===== src/design/dcsi_pkg.sv =====
// constants, register map and command codes for the dual channel safety input block
// assumes one 50 mhz clock and an axi4-lite register bus with 32-bit data
// How it works
// RULE1 - pair channels disagree: command inactive
// RULE2 - command active only with both channels on
// RULE3 - disagreement past limit raises mismatch alarm and stop one; code raises them only while network control is off
// RULE4 - mismatch limit zero disables the alarm for that pair
// RULE5 - each pair has its own mismatch limit
// RULE6 - source drives each selected pair on, off, on, one at a time
// RULE7 - all selected pairs done: warning clears, torque off releases
// RULE8 - source holds pairs not under diagnosis on
// RULE9 - pair diagnosed only when mapped and enabled
// RULE10 - unmapped pair toggling leaves diagnosis unaffected
// RULE11 - none selected: release after internal diagnosis and all inputs on
// RULE12 - auto activated command is active whatever its inputs
// RULE13 - command routed to first axis or all three
// RULE14 - each pair maps to one of twelve commands
// RULE15 - each pair has its own filter time
// RULE16 - switch or pulse-free source: filter at least 1.00 ms
// RULE17 - with test pulses: filter exceeds pulse off time by 1.00 ms
// RULE18 - external controller pulses channels a and b at different times
// RULE19 - under network control pins steer no command
// RULE20 - input change reaches command after the pair's filter time
// RULE21 - filtered level follows raw only after a full filter time
package dcsi_pkg;

    // ==========================================
    // sizes
    localparam int NUM_PAIRS = 3;
    localparam int NUM_CMDS  = 12;
    localparam int FILT_W    = 20;
    localparam int MISM_W    = 16;
    localparam int MAP_W     = 4;

    // ==========================================
    // timing
    localparam int CLK_PERIOD_NS = 20;
    localparam int MS_NS         = 1000000;
    localparam int MS_CYCLES     = MS_NS / CLK_PERIOD_NS;

    // ==========================================
    // register offsets
    localparam logic [7:0] OFF_CTRL   = 8'h00;
    localparam logic [7:0] OFF_AUTO   = 8'h04;
    localparam logic [7:0] OFF_MAP    = 8'h08;
    localparam logic [7:0] OFF_FILT1  = 8'h0c;
    localparam logic [7:0] OFF_FILT2  = 8'h10;
    localparam logic [7:0] OFF_FILT3  = 8'h14;
    localparam logic [7:0] OFF_MISM1  = 8'h18;
    localparam logic [7:0] OFF_MISM2  = 8'h1c;
    localparam logic [7:0] OFF_MISM3  = 8'h20;
    localparam logic [7:0] OFF_STATUS = 8'h24;
    localparam logic [7:0] OFF_CMDS   = 8'h28;

    // ==========================================
    // field positions
    localparam int CTRL_ROUTE_LSB = 0;
    localparam int CTRL_NET_BIT   = 3;
    localparam int CTRL_DIAG_LSB  = 4;
    localparam int CTRL_CLR_BIT   = 8;
    localparam int ST_FA_LSB      = 0;
    localparam int ST_FB_LSB      = 3;
    localparam int ST_MISM_LSB    = 6;
    localparam int ST_ALARM_BIT   = 9;
    localparam int ST_WARN_BIT    = 10;
    localparam int ST_REL_BIT     = 11;

    // ==========================================
    // reset values
    localparam logic [31:0]       CTRL_RST = 32'h0000_0000;
    localparam logic [11:0]       AUTO_RST = 12'h000;
    localparam logic [11:0]       MAP_RST  = 12'h000;
    localparam logic [FILT_W-1:0] FILT_RST = 20'h0c350;
    localparam logic [MISM_W-1:0] MISM_RST = 16'h0000;

    // ==========================================
    // command indices, map code is index plus one, code zero is unused
    localparam int CMD_TORQUE_OFF = 0;
    localparam int CMD_STOP_ONE   = 1;

    // ==========================================
    // bus answers
    localparam logic [1:0] RESP_OKAY   = 2'h0;
    localparam logic [1:0] RESP_SLVERR = 2'h2;

    // ==========================================
    // startup states
    typedef enum logic [1:0] {
        ST_POWERON,
        ST_DIAG,
        ST_RUN
    } dcsi_state_t;

endpackage


===== src/design/dcsi_filter.sv =====
// noise filter for one synchronised safety input channel
// assumes raw_in is already on sys_clk, filter time given in clock cycles
module dcsi_filter (
    // clock and reset
    input  wire logic                       sys_clk,
    input  wire logic                       rst,
    // input and setting
    input  wire logic                       raw_in,
    input  wire logic [dcsi_pkg::FILT_W-1:0] filt_cycles,
    // filtered level
    output logic                            level_q
);

    // ==========================================
    // stability counter
    logic [dcsi_pkg::FILT_W-1:0] cnt_q;
    logic [dcsi_pkg::FILT_W-1:0] cnt_d;
    logic [dcsi_pkg::FILT_W:0]   cnt_inc;
    wire                         differs = raw_in != level_q;
    wire                         expired;

    assign cnt_inc = {1'b0, cnt_q} + {{dcsi_pkg::FILT_W{1'b0}}, 1'b1};
    assign expired = cnt_inc >= {1'b0, filt_cycles};                    // RULE21
    assign cnt_d   = (differs && !expired) ? cnt_inc[dcsi_pkg::FILT_W-1:0]
                                           : '0;

    always_ff @(posedge sys_clk or posedge rst) begin
        if (rst) begin
            cnt_q   <= '0;
            level_q <= 1'b0;
        end else begin
            cnt_q <= cnt_d;
            if (differs && expired) begin
                level_q <= raw_in;                                      // RULE20
            end
        end
    end

endmodule


===== src/design/dcsi_top.sv =====
// dual channel safety input conditioning with axi4-lite register access
// assumes raw pins are asynchronous, bus and logic share sys_clk
module dcsi_top #(
    parameter int MS_CYCLES = dcsi_pkg::MS_CYCLES
) (
    // clock and reset
    input  wire logic        sys_clk,
    input  wire logic        rst,
    // safety input pins
    input  wire logic        safe_in_pair1_chan_a,
    input  wire logic        safe_in_pair1_chan_b,
    input  wire logic        safe_in_pair2_chan_a,
    input  wire logic        safe_in_pair2_chan_b,
    input  wire logic        safe_in_pair3_chan_a,
    input  wire logic        safe_in_pair3_chan_b,
    // device side
    input  wire logic        internal_diag_done,
    input  wire logic [11:0] net_cmd,
    output logic [11:0]      axis_a_cmds_q,
    output logic [11:0]      axis_b_cmds_q,
    output logic [11:0]      axis_c_cmds_q,
    output logic             input_mismatch_alarm,
    output logic             stop_one_request,
    output logic             startup_warning,
    output logic             torque_off_release,
    // axi4-lite write address
    input  wire logic [7:0]  s_axi_awaddr,
    input  wire logic        s_axi_awvalid,
    output logic             s_axi_awready,
    // axi4-lite write data
    input  wire logic [31:0] s_axi_wdata,
    input  wire logic [3:0]  s_axi_wstrb,
    input  wire logic        s_axi_wvalid,
    output logic             s_axi_wready,
    // axi4-lite write response
    output logic [1:0]       s_axi_bresp,
    output logic             s_axi_bvalid,
    input  wire logic        s_axi_bready,
    // axi4-lite read address
    input  wire logic [7:0]  s_axi_araddr,
    input  wire logic        s_axi_arvalid,
    output logic             s_axi_arready,
    // axi4-lite read data
    output logic [31:0]      s_axi_rdata,
    output logic [1:0]       s_axi_rresp,
    output logic             s_axi_rvalid,
    input  wire logic        s_axi_rready
);

    localparam int NP = dcsi_pkg::NUM_PAIRS;
    localparam int NC = dcsi_pkg::NUM_CMDS;

    // ==========================================
    // configuration registers
    logic [31:0]               ctrl_q;
    logic [NC-1:0]             auto_activation_select_q;
    logic [11:0]               map_q;
    logic [dcsi_pkg::FILT_W-1:0] filt_q [NP];
    logic [dcsi_pkg::MISM_W-1:0] mism_q [NP];

    wire [NP-1:0] route_all              = ctrl_q[dcsi_pkg::CTRL_ROUTE_LSB +: NP];
    wire          net_ctrl               = ctrl_q[dcsi_pkg::CTRL_NET_BIT];
    wire [NP-1:0] startup_diag_enable_bits = ctrl_q[dcsi_pkg::CTRL_DIAG_LSB +: NP];

    // ==========================================
    // pin synchronisers
    wire  [2*NP-1:0] pins = {safe_in_pair3_chan_b, safe_in_pair3_chan_a,
                             safe_in_pair2_chan_b, safe_in_pair2_chan_a,
                             safe_in_pair1_chan_b, safe_in_pair1_chan_a};
    logic [2*NP-1:0] sync1_q;
    logic [2*NP-1:0] sync2_q;

    always_ff @(posedge sys_clk or posedge rst) begin
        if (rst) begin
            sync1_q <= '0;
            sync2_q <= '0;
        end else begin
            sync1_q <= pins;
            sync2_q <= sync1_q;
        end
    end

    // ==========================================
    // millisecond tick
    logic [16:0] ms_cnt_q;
    wire         ms_tick = ms_cnt_q == 17'(MS_CYCLES - 1);

    always_ff @(posedge sys_clk or posedge rst) begin
        if (rst) begin
            ms_cnt_q <= '0;
        end else begin
            ms_cnt_q <= ms_tick ? '0 : ms_cnt_q + 17'h00001;
        end
    end

    // ==========================================
    // per pair filtering and mismatch supervision
    logic [NP-1:0] filt_a;
    logic [NP-1:0] filt_b;
    logic [NP-1:0] pair_on;
    logic [NP-1:0] pair_off;
    logic [NP-1:0] mism_now;
    logic [NP-1:0] mism_trip;
    logic [NP-1:0] mapped;
    logic [dcsi_pkg::MAP_W-1:0] pair_map [NP];
    logic [dcsi_pkg::MISM_W-1:0] mism_cnt_q [NP];

    genvar p;
    generate
        for (p = 0; p < NP; p++) begin : g_pair
            dcsi_filter u_filt_a (
                .sys_clk,
                .rst,
                .raw_in      (sync2_q[2*p]),
                .filt_cycles (filt_q[p]),                               // RULE15
                .level_q     (filt_a[p])
            );
            dcsi_filter u_filt_b (
                .sys_clk,
                .rst,
                .raw_in      (sync2_q[2*p+1]),
                .filt_cycles (filt_q[p]),
                .level_q     (filt_b[p])
            );
            assign pair_on[p]  = filt_a[p] & filt_b[p];                 // RULE1 RULE2
            assign pair_off[p] = ~filt_a[p] & ~filt_b[p];
            assign mism_now[p] = filt_a[p] ^ filt_b[p];
            assign pair_map[p] = map_q[dcsi_pkg::MAP_W*p +: dcsi_pkg::MAP_W]; // RULE14
            assign mapped[p]   = pair_map[p] != '0;
            assign mism_trip[p] = mism_now[p] && (mism_q[p] != '0)      // RULE4 RULE5
                                  && (mism_cnt_q[p] >= mism_q[p]);      // RULE3

            always_ff @(posedge sys_clk or posedge rst) begin
                if (rst) begin
                    mism_cnt_q[p] <= '0;
                end else if (!mism_now[p]) begin
                    mism_cnt_q[p] <= '0;
                end else if (ms_tick && mism_cnt_q[p] != '1) begin
                    mism_cnt_q[p] <= mism_cnt_q[p] + 16'h0001;
                end
            end
        end
    endgenerate

    // ==========================================
    // alarm flag, set wins over software clear
    logic alarm_q;
    logic alarm_clr;

    always_ff @(posedge sys_clk or posedge rst) begin
        if (rst) begin
            alarm_q <= 1'b0;
        end else if ((|mism_trip) && !net_ctrl) begin
            alarm_q <= 1'b1;                                            // RULE3
        end else if (alarm_clr) begin
            alarm_q <= 1'b0;
        end
    end

    // ==========================================
    // startup fixing diagnosis
    dcsi_pkg::dcsi_state_t state_q;
    logic [NP-1:0] seen_off_q;
    logic [NP-1:0] diag_done_q;
    wire  [NP-1:0] diag_sel  = mapped & startup_diag_enable_bits;      // RULE9 RULE10
    wire           all_done  = (diag_done_q & diag_sel) == diag_sel;   // RULE7
    wire           all_on    = (pair_on | ~mapped) == '1;

    always_ff @(posedge sys_clk or posedge rst) begin
        if (rst) begin
            state_q     <= dcsi_pkg::ST_POWERON;
            seen_off_q  <= '0;
            diag_done_q <= '0;
        end else begin
            case (state_q)
                dcsi_pkg::ST_POWERON: begin
                    if (internal_diag_done) begin
                        state_q <= dcsi_pkg::ST_DIAG;
                    end
                end
                dcsi_pkg::ST_DIAG: begin
                    for (int i = 0; i < NP; i++) begin
                        if (diag_sel[i] && pair_off[i]) begin
                            seen_off_q[i] <= 1'b1;                      // RULE6
                        end
                        if (diag_sel[i] && seen_off_q[i] && pair_on[i]) begin
                            diag_done_q[i] <= 1'b1;
                        end
                    end
                    if (all_done && all_on) begin
                        state_q <= dcsi_pkg::ST_RUN;                    // RULE7 RULE11
                    end
                end
                default: begin
                    state_q <= dcsi_pkg::ST_RUN;
                end
            endcase
        end
    end

    wire released = state_q == dcsi_pkg::ST_RUN;

    // ==========================================
    // command mapping and axis routing
    logic [NC-1:0] pin_cmds;
    logic [NC-1:0] pin_cmds_all;
    logic [NC-1:0] cmds_a;
    logic [NC-1:0] cmds_bc;

    always_comb begin
        pin_cmds     = '0;
        pin_cmds_all = '0;
        for (int i = 0; i < NP; i++) begin
            for (int k = 0; k < NC; k++) begin
                if (pair_map[i] == dcsi_pkg::MAP_W'(k + 1) && pair_on[i]) begin
                    pin_cmds[k] = 1'b1;
                    if (route_all[i]) begin
                        pin_cmds_all[k] = 1'b1;                         // RULE13
                    end
                end
            end
        end
    end

    assign cmds_a  = (net_ctrl ? net_cmd : pin_cmds) | auto_activation_select_q; // RULE12 RULE19
    assign cmds_bc = (net_ctrl ? net_cmd : pin_cmds_all) | auto_activation_select_q;

    always_ff @(posedge sys_clk or posedge rst) begin
        if (rst) begin
            axis_a_cmds_q <= '0;
            axis_b_cmds_q <= '0;
            axis_c_cmds_q <= '0;
        end else begin
            axis_a_cmds_q <= cmds_a;
            axis_b_cmds_q <= cmds_bc;
            axis_c_cmds_q <= cmds_bc;
        end
    end

    assign input_mismatch_alarm = alarm_q;
    assign stop_one_request     = alarm_q;                              // RULE3
    assign startup_warning      = !released;
    assign torque_off_release   = released;

    // ==========================================
    // axi4-lite write path
    logic        aw_have_q;
    logic [7:0]  aw_addr_q;
    logic        w_have_q;
    logic [31:0] w_data_q;
    logic [3:0]  w_strb_q;
    logic [31:0] wmask;
    wire         do_write = aw_have_q && w_have_q && !s_axi_bvalid;

    assign s_axi_awready = !aw_have_q && !s_axi_bvalid;
    assign s_axi_wready  = !w_have_q && !s_axi_bvalid;
    assign wmask = {{8{w_strb_q[3]}}, {8{w_strb_q[2]}},
                    {8{w_strb_q[1]}}, {8{w_strb_q[0]}}};

    wire hit_ctrl = aw_addr_q == dcsi_pkg::OFF_CTRL;
    wire hit_auto = aw_addr_q == dcsi_pkg::OFF_AUTO;
    wire hit_map  = aw_addr_q == dcsi_pkg::OFF_MAP;
    wire hit_f1   = aw_addr_q == dcsi_pkg::OFF_FILT1;
    wire hit_f2   = aw_addr_q == dcsi_pkg::OFF_FILT2;
    wire hit_f3   = aw_addr_q == dcsi_pkg::OFF_FILT3;
    wire hit_m1   = aw_addr_q == dcsi_pkg::OFF_MISM1;
    wire hit_m2   = aw_addr_q == dcsi_pkg::OFF_MISM2;
    wire hit_m3   = aw_addr_q == dcsi_pkg::OFF_MISM3;
    wire w_ok     = hit_ctrl | hit_auto | hit_map | hit_f1 | hit_f2 | hit_f3
                  | hit_m1 | hit_m2 | hit_m3;
    wire [NP-1:0] hit_f = {hit_f3, hit_f2, hit_f1};
    wire [NP-1:0] hit_m = {hit_m3, hit_m2, hit_m1};

    function automatic logic [31:0] merge(input logic [31:0] old_v,
                                          input logic [31:0] new_v,
                                          input logic [31:0] m);
        merge = (old_v & ~m) | (new_v & m);
    endfunction

    wire [31:0] ctrl_new = merge(ctrl_q, w_data_q, wmask);
    assign alarm_clr = do_write && hit_ctrl && w_data_q[dcsi_pkg::CTRL_CLR_BIT]
                       && w_strb_q[1];

    always_ff @(posedge sys_clk or posedge rst) begin
        if (rst) begin
            aw_have_q <= 1'b0;
            aw_addr_q <= '0;
            w_have_q  <= 1'b0;
            w_data_q  <= '0;
            w_strb_q  <= '0;
            s_axi_bvalid <= 1'b0;
            s_axi_bresp  <= dcsi_pkg::RESP_OKAY;
        end else begin
            if (s_axi_awvalid && s_axi_awready) begin
                aw_have_q <= 1'b1;
                aw_addr_q <= s_axi_awaddr;
            end
            if (s_axi_wvalid && s_axi_wready) begin
                w_have_q <= 1'b1;
                w_data_q <= s_axi_wdata;
                w_strb_q <= s_axi_wstrb;
            end
            if (do_write) begin
                aw_have_q    <= 1'b0;
                w_have_q     <= 1'b0;
                s_axi_bvalid <= 1'b1;
                s_axi_bresp  <= w_ok ? dcsi_pkg::RESP_OKAY : dcsi_pkg::RESP_SLVERR;
            end else if (s_axi_bvalid && s_axi_bready) begin
                s_axi_bvalid <= 1'b0;
            end
        end
    end

    always_ff @(posedge sys_clk or posedge rst) begin
        if (rst) begin
            ctrl_q                   <= dcsi_pkg::CTRL_RST;
            auto_activation_select_q <= dcsi_pkg::AUTO_RST;
            map_q                    <= dcsi_pkg::MAP_RST;
        end else if (do_write) begin
            if (hit_ctrl) begin
                ctrl_q <= {23'h000000, 1'b0, ctrl_new[7:0]};
            end
            if (hit_auto) begin
                auto_activation_select_q <= NC'(merge(32'(auto_activation_select_q),
                                                      w_data_q, wmask));
            end
            if (hit_map) begin
                map_q <= 12'(merge(32'(map_q), w_data_q, wmask));
            end
        end
    end

    generate
        for (p = 0; p < NP; p++) begin : g_cfg
            always_ff @(posedge sys_clk or posedge rst) begin
                if (rst) begin
                    filt_q[p] <= dcsi_pkg::FILT_RST;
                    mism_q[p] <= dcsi_pkg::MISM_RST;
                end else if (do_write) begin
                    if (hit_f[p]) begin
                        filt_q[p] <= dcsi_pkg::FILT_W'(merge(32'(filt_q[p]), w_data_q, wmask));
                    end
                    if (hit_m[p]) begin
                        mism_q[p] <= dcsi_pkg::MISM_W'(merge(32'(mism_q[p]), w_data_q, wmask));
                    end
                end
            end
        end
    endgenerate

    // ==========================================
    // axi4-lite read path
    wire [7:0] ra = s_axi_araddr;
    wire [31:0] status_word = {20'h00000, released, startup_warning, alarm_q,
                               mism_now, filt_b, filt_a};
    wire [31:0] rd_val =
        (ra == dcsi_pkg::OFF_CTRL)   ? ctrl_q :
        (ra == dcsi_pkg::OFF_AUTO)   ? 32'(auto_activation_select_q) :
        (ra == dcsi_pkg::OFF_MAP)    ? 32'(map_q) :
        (ra == dcsi_pkg::OFF_FILT1)  ? 32'(filt_q[0]) :
        (ra == dcsi_pkg::OFF_FILT2)  ? 32'(filt_q[1]) :
        (ra == dcsi_pkg::OFF_FILT3)  ? 32'(filt_q[2]) :
        (ra == dcsi_pkg::OFF_MISM1)  ? 32'(mism_q[0]) :
        (ra == dcsi_pkg::OFF_MISM2)  ? 32'(mism_q[1]) :
        (ra == dcsi_pkg::OFF_MISM3)  ? 32'(mism_q[2]) :
        (ra == dcsi_pkg::OFF_STATUS) ? status_word :
        (ra == dcsi_pkg::OFF_CMDS)   ? 32'(axis_a_cmds_q) : 32'h0000_0000;
    wire rd_ok = (ra <= dcsi_pkg::OFF_CMDS) && (ra[1:0] == 2'h0);

    assign s_axi_arready = !s_axi_rvalid;

    always_ff @(posedge sys_clk or posedge rst) begin
        if (rst) begin
            s_axi_rvalid <= 1'b0;
            s_axi_rdata  <= '0;
            s_axi_rresp  <= dcsi_pkg::RESP_OKAY;
        end else if (s_axi_arvalid && s_axi_arready) begin
            s_axi_rvalid <= 1'b1;
            s_axi_rdata  <= rd_ok ? rd_val : 32'h0000_0000;
            s_axi_rresp  <= rd_ok ? dcsi_pkg::RESP_OKAY : dcsi_pkg::RESP_SLVERR;
        end else if (s_axi_rvalid && s_axi_rready) begin
            s_axi_rvalid <= 1'b0;
        end
    end

endmodule


===== config.mk =====
export PLATFORM = sky130hd
export DESIGN_NAME = dcsi_top
export DESIGN_NICKNAME = d
export VERILOG_FILES = /design/src/design/dcsi_pkg.sv /design/src/design/dcsi_filter.sv /design/src/design/dcsi_top.sv
export SDC_FILE = /design/constraint.sdc
export NUM_CORES = 1
export LEC_CHECK = 0
export ABC_AREA = 1
export BUFFER_PORTS_ARGS = -buffer_cell sky130_fd_sc_hd__buf_2
export CORE_MARGIN = 5
export CORE_UTILIZATION = 40
export CTS_CLUSTER_SIZE = 16
export DETAILED_ROUTE_END_ITERATION = 8
export GPL_TIMING_DRIVEN = 1
export PLACE_DENSITY = 0.54
export SLEW_MARGIN = 20
export SYNTH_ARGS = -nofsm -noshare
export SYNTH_HDL_FRONTEND = slang
export SYNTH_SLANG_ARGS = --single-unit

===== constraint.sdc =====
create_clock -name sys_clk -period 29.1 [get_ports sys_clk]
set_input_delay 5.82 -clock sys_clk [delete_from_list [all_inputs] [get_ports sys_clk]]
set_output_delay 5.82 -clock sys_clk [all_outputs]
set_load 0.01 [all_outputs]

==> impl_metrics.toml <==
[run_status]
outcome = "complete, no violations"

[worst_setup_path]
critical-path-max-stage-delay_ns = 0.91
cpLargestDelayFamily = "simple AND/OR/NAND/NOR gates"
crit_arrival_ns = 8.63
startpoint = "s_axi_araddr[0]"
cp.required_ns = 29.59
r2r_start = "g_pair[1].u_filt_a.cnt_q[0]"
path_cells = "buf_2 -> inv_1 -> nand2_1 -> nor2_1 -> inv_1 -> nor2_1 -> inv_1 -> nand4_1 -> a21oi_1 -> nand2_1 -> nand2_1"
end_kind = "flop"
critPathMaxFanout = 13
critPathBufInv = 4
criticalPathCategory = "input port to flop"
worstSetupStartpointType = "input port"
crit_path_top_delay_cell = "nor2_1"

[pwr]
p_sw_w = 0.0007443
power_density_mw_per_mm2 = 69.32
peakVddDrop_mv = 0.05040
p_int_w = 0.001274
p_leak_nw = 14.38
combPwrFrac_pct = 27.4
swShare_pct = 36.87
clkPwrFrac_pct = 36.1
seq_power_share_pct = 36.5

[route]
drc_errors = 0
routed_wl_mm = 79.33
dr_total_vias = 22596
ant_nets = 0
drtPass1Iterations = 6
drtIter0Drc = 1828
wire_per_inst_um = 18.10
viasPerCell = 5.157

[sta]
finalSetupTns_ns = 0
setup_viol = 0
tightestPinTransition_ns = 1.158
fmax_ghz = 0.1228
period_minus_slack_ns = 8.143
rsz0062_at_grt = "false"
skew_ns = 0.03041
finalCritPeriodShare_pct = 27.98
slew_viol_final = 0
layout_setup_ws_ns = 20.96
relSlewSlack_pct = 22.53
hold_viol = 0

[logic_synthesis]
async_flop_share_pct = 100.0
synth_top_area_share_pct = 40.25
ys_seq_area_share_pct = 42.09
yosysUniqueCellTypes = 43
synth-main-ff-cell = "dfrtp_1"
synth_enable_flop_cells = 0
synth_area_mm2 = 0.02580
synth_area_leaders = "dfrtp_1 (40%), nand2_1 (10%), ha_1 (8.9%)"
avgSynthCellArea_um2 = 7.651
yosys_register_bits = 433
netlist_instances = 3372
ys_warn_count = 0
yosys.area.top_type = "dfrtp_1"

[floorplanning]
top_level_ports = 159
die_h_um = 264.0
initial_core_util_pct = 40.24
die_x_um = 264.0
die-area_mm2 = 0.06968
rows = 93
coreArea_mm2 = 0.06412

[cells_and_area]
nFillCells = 6529
syn_to_final_growth_pct = 12.88
final_core_util_pct = 45.42
layout-drive-gt1-share_pct = 7.745
regArea_mm2 = 0.01086
final_cell_area_mm2 = 0.02912
final_cells = 4382
multi_input_area_mm2 = 0.01260
finalNetCount = 3744

[clock_tree]
cts-resized-gates = 0
cts.sinks = 433
insertion_delay_ns = 0.61
cts_setup_buffers = 0
tritoncts = "done"
clockBufferDepth = 3
cts_made_buffers = 51
clkTransAtPathRegs_ns = 0.06
cts_root_buf = "clkbuf_16"
holdBufCountCts = 0
htree_levels = 2

[global_routing]
grt_usage_pct = 22.31
antenna_found_initial = 2
grt_pass1_wl_mm = 124.6
grt-ovfl-total = 0
grt_pass1_vias = 21568
grt_max_degree = 163

[place]
dp_slack_ns = 20.48
hpwl_mm = 60.03
dp.cells = 4284
place.gp.congestion = 0.9042
post_dp_cell_area_mm2 = 0.02721
io_buffers = 131

[worst_hold_path]
hold_path_class = "flop to flop"
hold_start = "sync1_q[2]"

[job]
max_cap_violations = 0
-- routing by layer --
| metal | share of wire [%] | global-route usage [%] |
|---|---|---|
| met3 | 5.5 | 3.139 |
| met2 | 44 | 35.07 |
| met5 | 0 | 0 |
| met1 | 48 | 32.64 |
| met4 | 2.7 | 5.678 |
-- metrics by stage --
step                      hold WS (ns)  power, W
final                           0.3476  0.002019
after global routing            0.3596  0.002133
after CTS                       0.3480  0.002040
after detailed placement        0.3347  0.001302
after global placement          0.3321  0.001301
after floorplan                 0.3312  0.001090
-- cell families after synthesis --
kind of cell / synth area share (%)
other: 0.01454
multiplexers: 0.3492
XOR/XNOR: 3.089
flip-flops: 42.09
AND/OR/NAND/NOR: 25.90
adder cells (fa/ha/maj): 8.923
AO/OA/AOI/OAI: 10.30
buffers and inverters: 9.336
-- worst reg2reg max path, delay by kind of cell, from the launching register on --
kind | cells | cell delay, ns
buffers and inverters | 1 | 0.07
adders and majority gates | 2 | 0.52
xor gates and xnor gates | 1 | 0.20
DFF | 1 | 0.39
AOI/OAI and AO/OA | 1 | 0.18
and+or+nand+nor | 12 | 2.96
-- Yosys cell counts, types with 2 or more instances --
cell type / number
o31ai_1: 7
nor3_1: 65
dfrtp_1: 415
nor4_1: 41
o221ai_1: 15
nand3_1: 191
xor2_1: 82
dfstp_2: 18
o21ai_0: 248
nand4_1: 124
clkbuf_1: 57
inv_1: 514
nor3b_1: 6
o21bai_1: 9
or2_2: 7
a211oi_1: 2
nor2_1: 392
nand2_1: 696
buf_2: 8
clkinv_1: 2
nand3b_1: 17
mux2_2: 8
a31oi_1: 8
a31o_2: 3
o211ai_1: 8
and3_1: 3
buf_1: 4
ha_1: 184
buf_4: 27
xnor2_1: 9
o22ai_1: 11
a21oi_1: 180
-- placed cells by master, fill, tap and decap left out, types with 9 or more instances in the layout --
cell type and instances:
nand2_1 695, o21ai_0 248, dfrtp_1 415, clkinv_2 11
ha_1 184, a21oi_1 180, o22ai_1 11, clkbuf_16 52
xnor2_1 9, nand3b_1 17, nand4_1 124, dfstp_2 18
buf_2 131, o21bai_1 9, nor2_1 389, o221ai_1 15
nor4_1 40, inv_1 513, conb_1 14, nor3_1 65
xor2_1 82, bufinv_16 12, nand3_1 191
-- final cells by class --
| type | count | share of cell area [%] |
|---|---|---|
| timing repair buffer | 140 | 2.526 |
| sequential | 433 | 37.28 |
| tap | 855 | 3.673 |
| inverter | 516 | 6.694 |
| clock inverter | 28 | 1.594 |
| multi-input combinational | 2340 | 43.26 |
| clock buffer | 68 | 4.950 |
| antenna | 2 | 0.01719 |
-- power by group through the flow --
stage / registers, W / clock network, W / logic [W]
2_1_floorplan: 0.000714 / 0 / 0.000376
3_3_place_gp: 0.000747 / 0 / 0.000554
3_5_place_dp: 0.000746 / 0 / 0.000556
4_1_cts: 0.000736 / 0.000746 / 0.000558
5_1_grt: 0.000743 / 0.000769 / 0.000621
6_report: 0.000737 / 0.000729 / 0.000553
-- final timing paths --
| path | to | slack, ns | depth (start not counted) |
|---|---|---|---|
| worst max-delay path | s_axi_rdata[13] | 20.96 | 11 |
| worst min-delay path | sync2_q[2] | 0.35 | 0 |
| worst max register to register | g_pair[1].u_filt_a.cnt_q[17] | 24.70 | 17 |
| worst min register to register | sync2_q[2] | 0.35 | 0 |
| max in group asynchronous | mism_cnt_q[47] | 21.54 | 4 |
| min in group asynchronous | s_axi_rdata[17] | 5.35 | 2 |
Power figures use the tool's default switching activity.
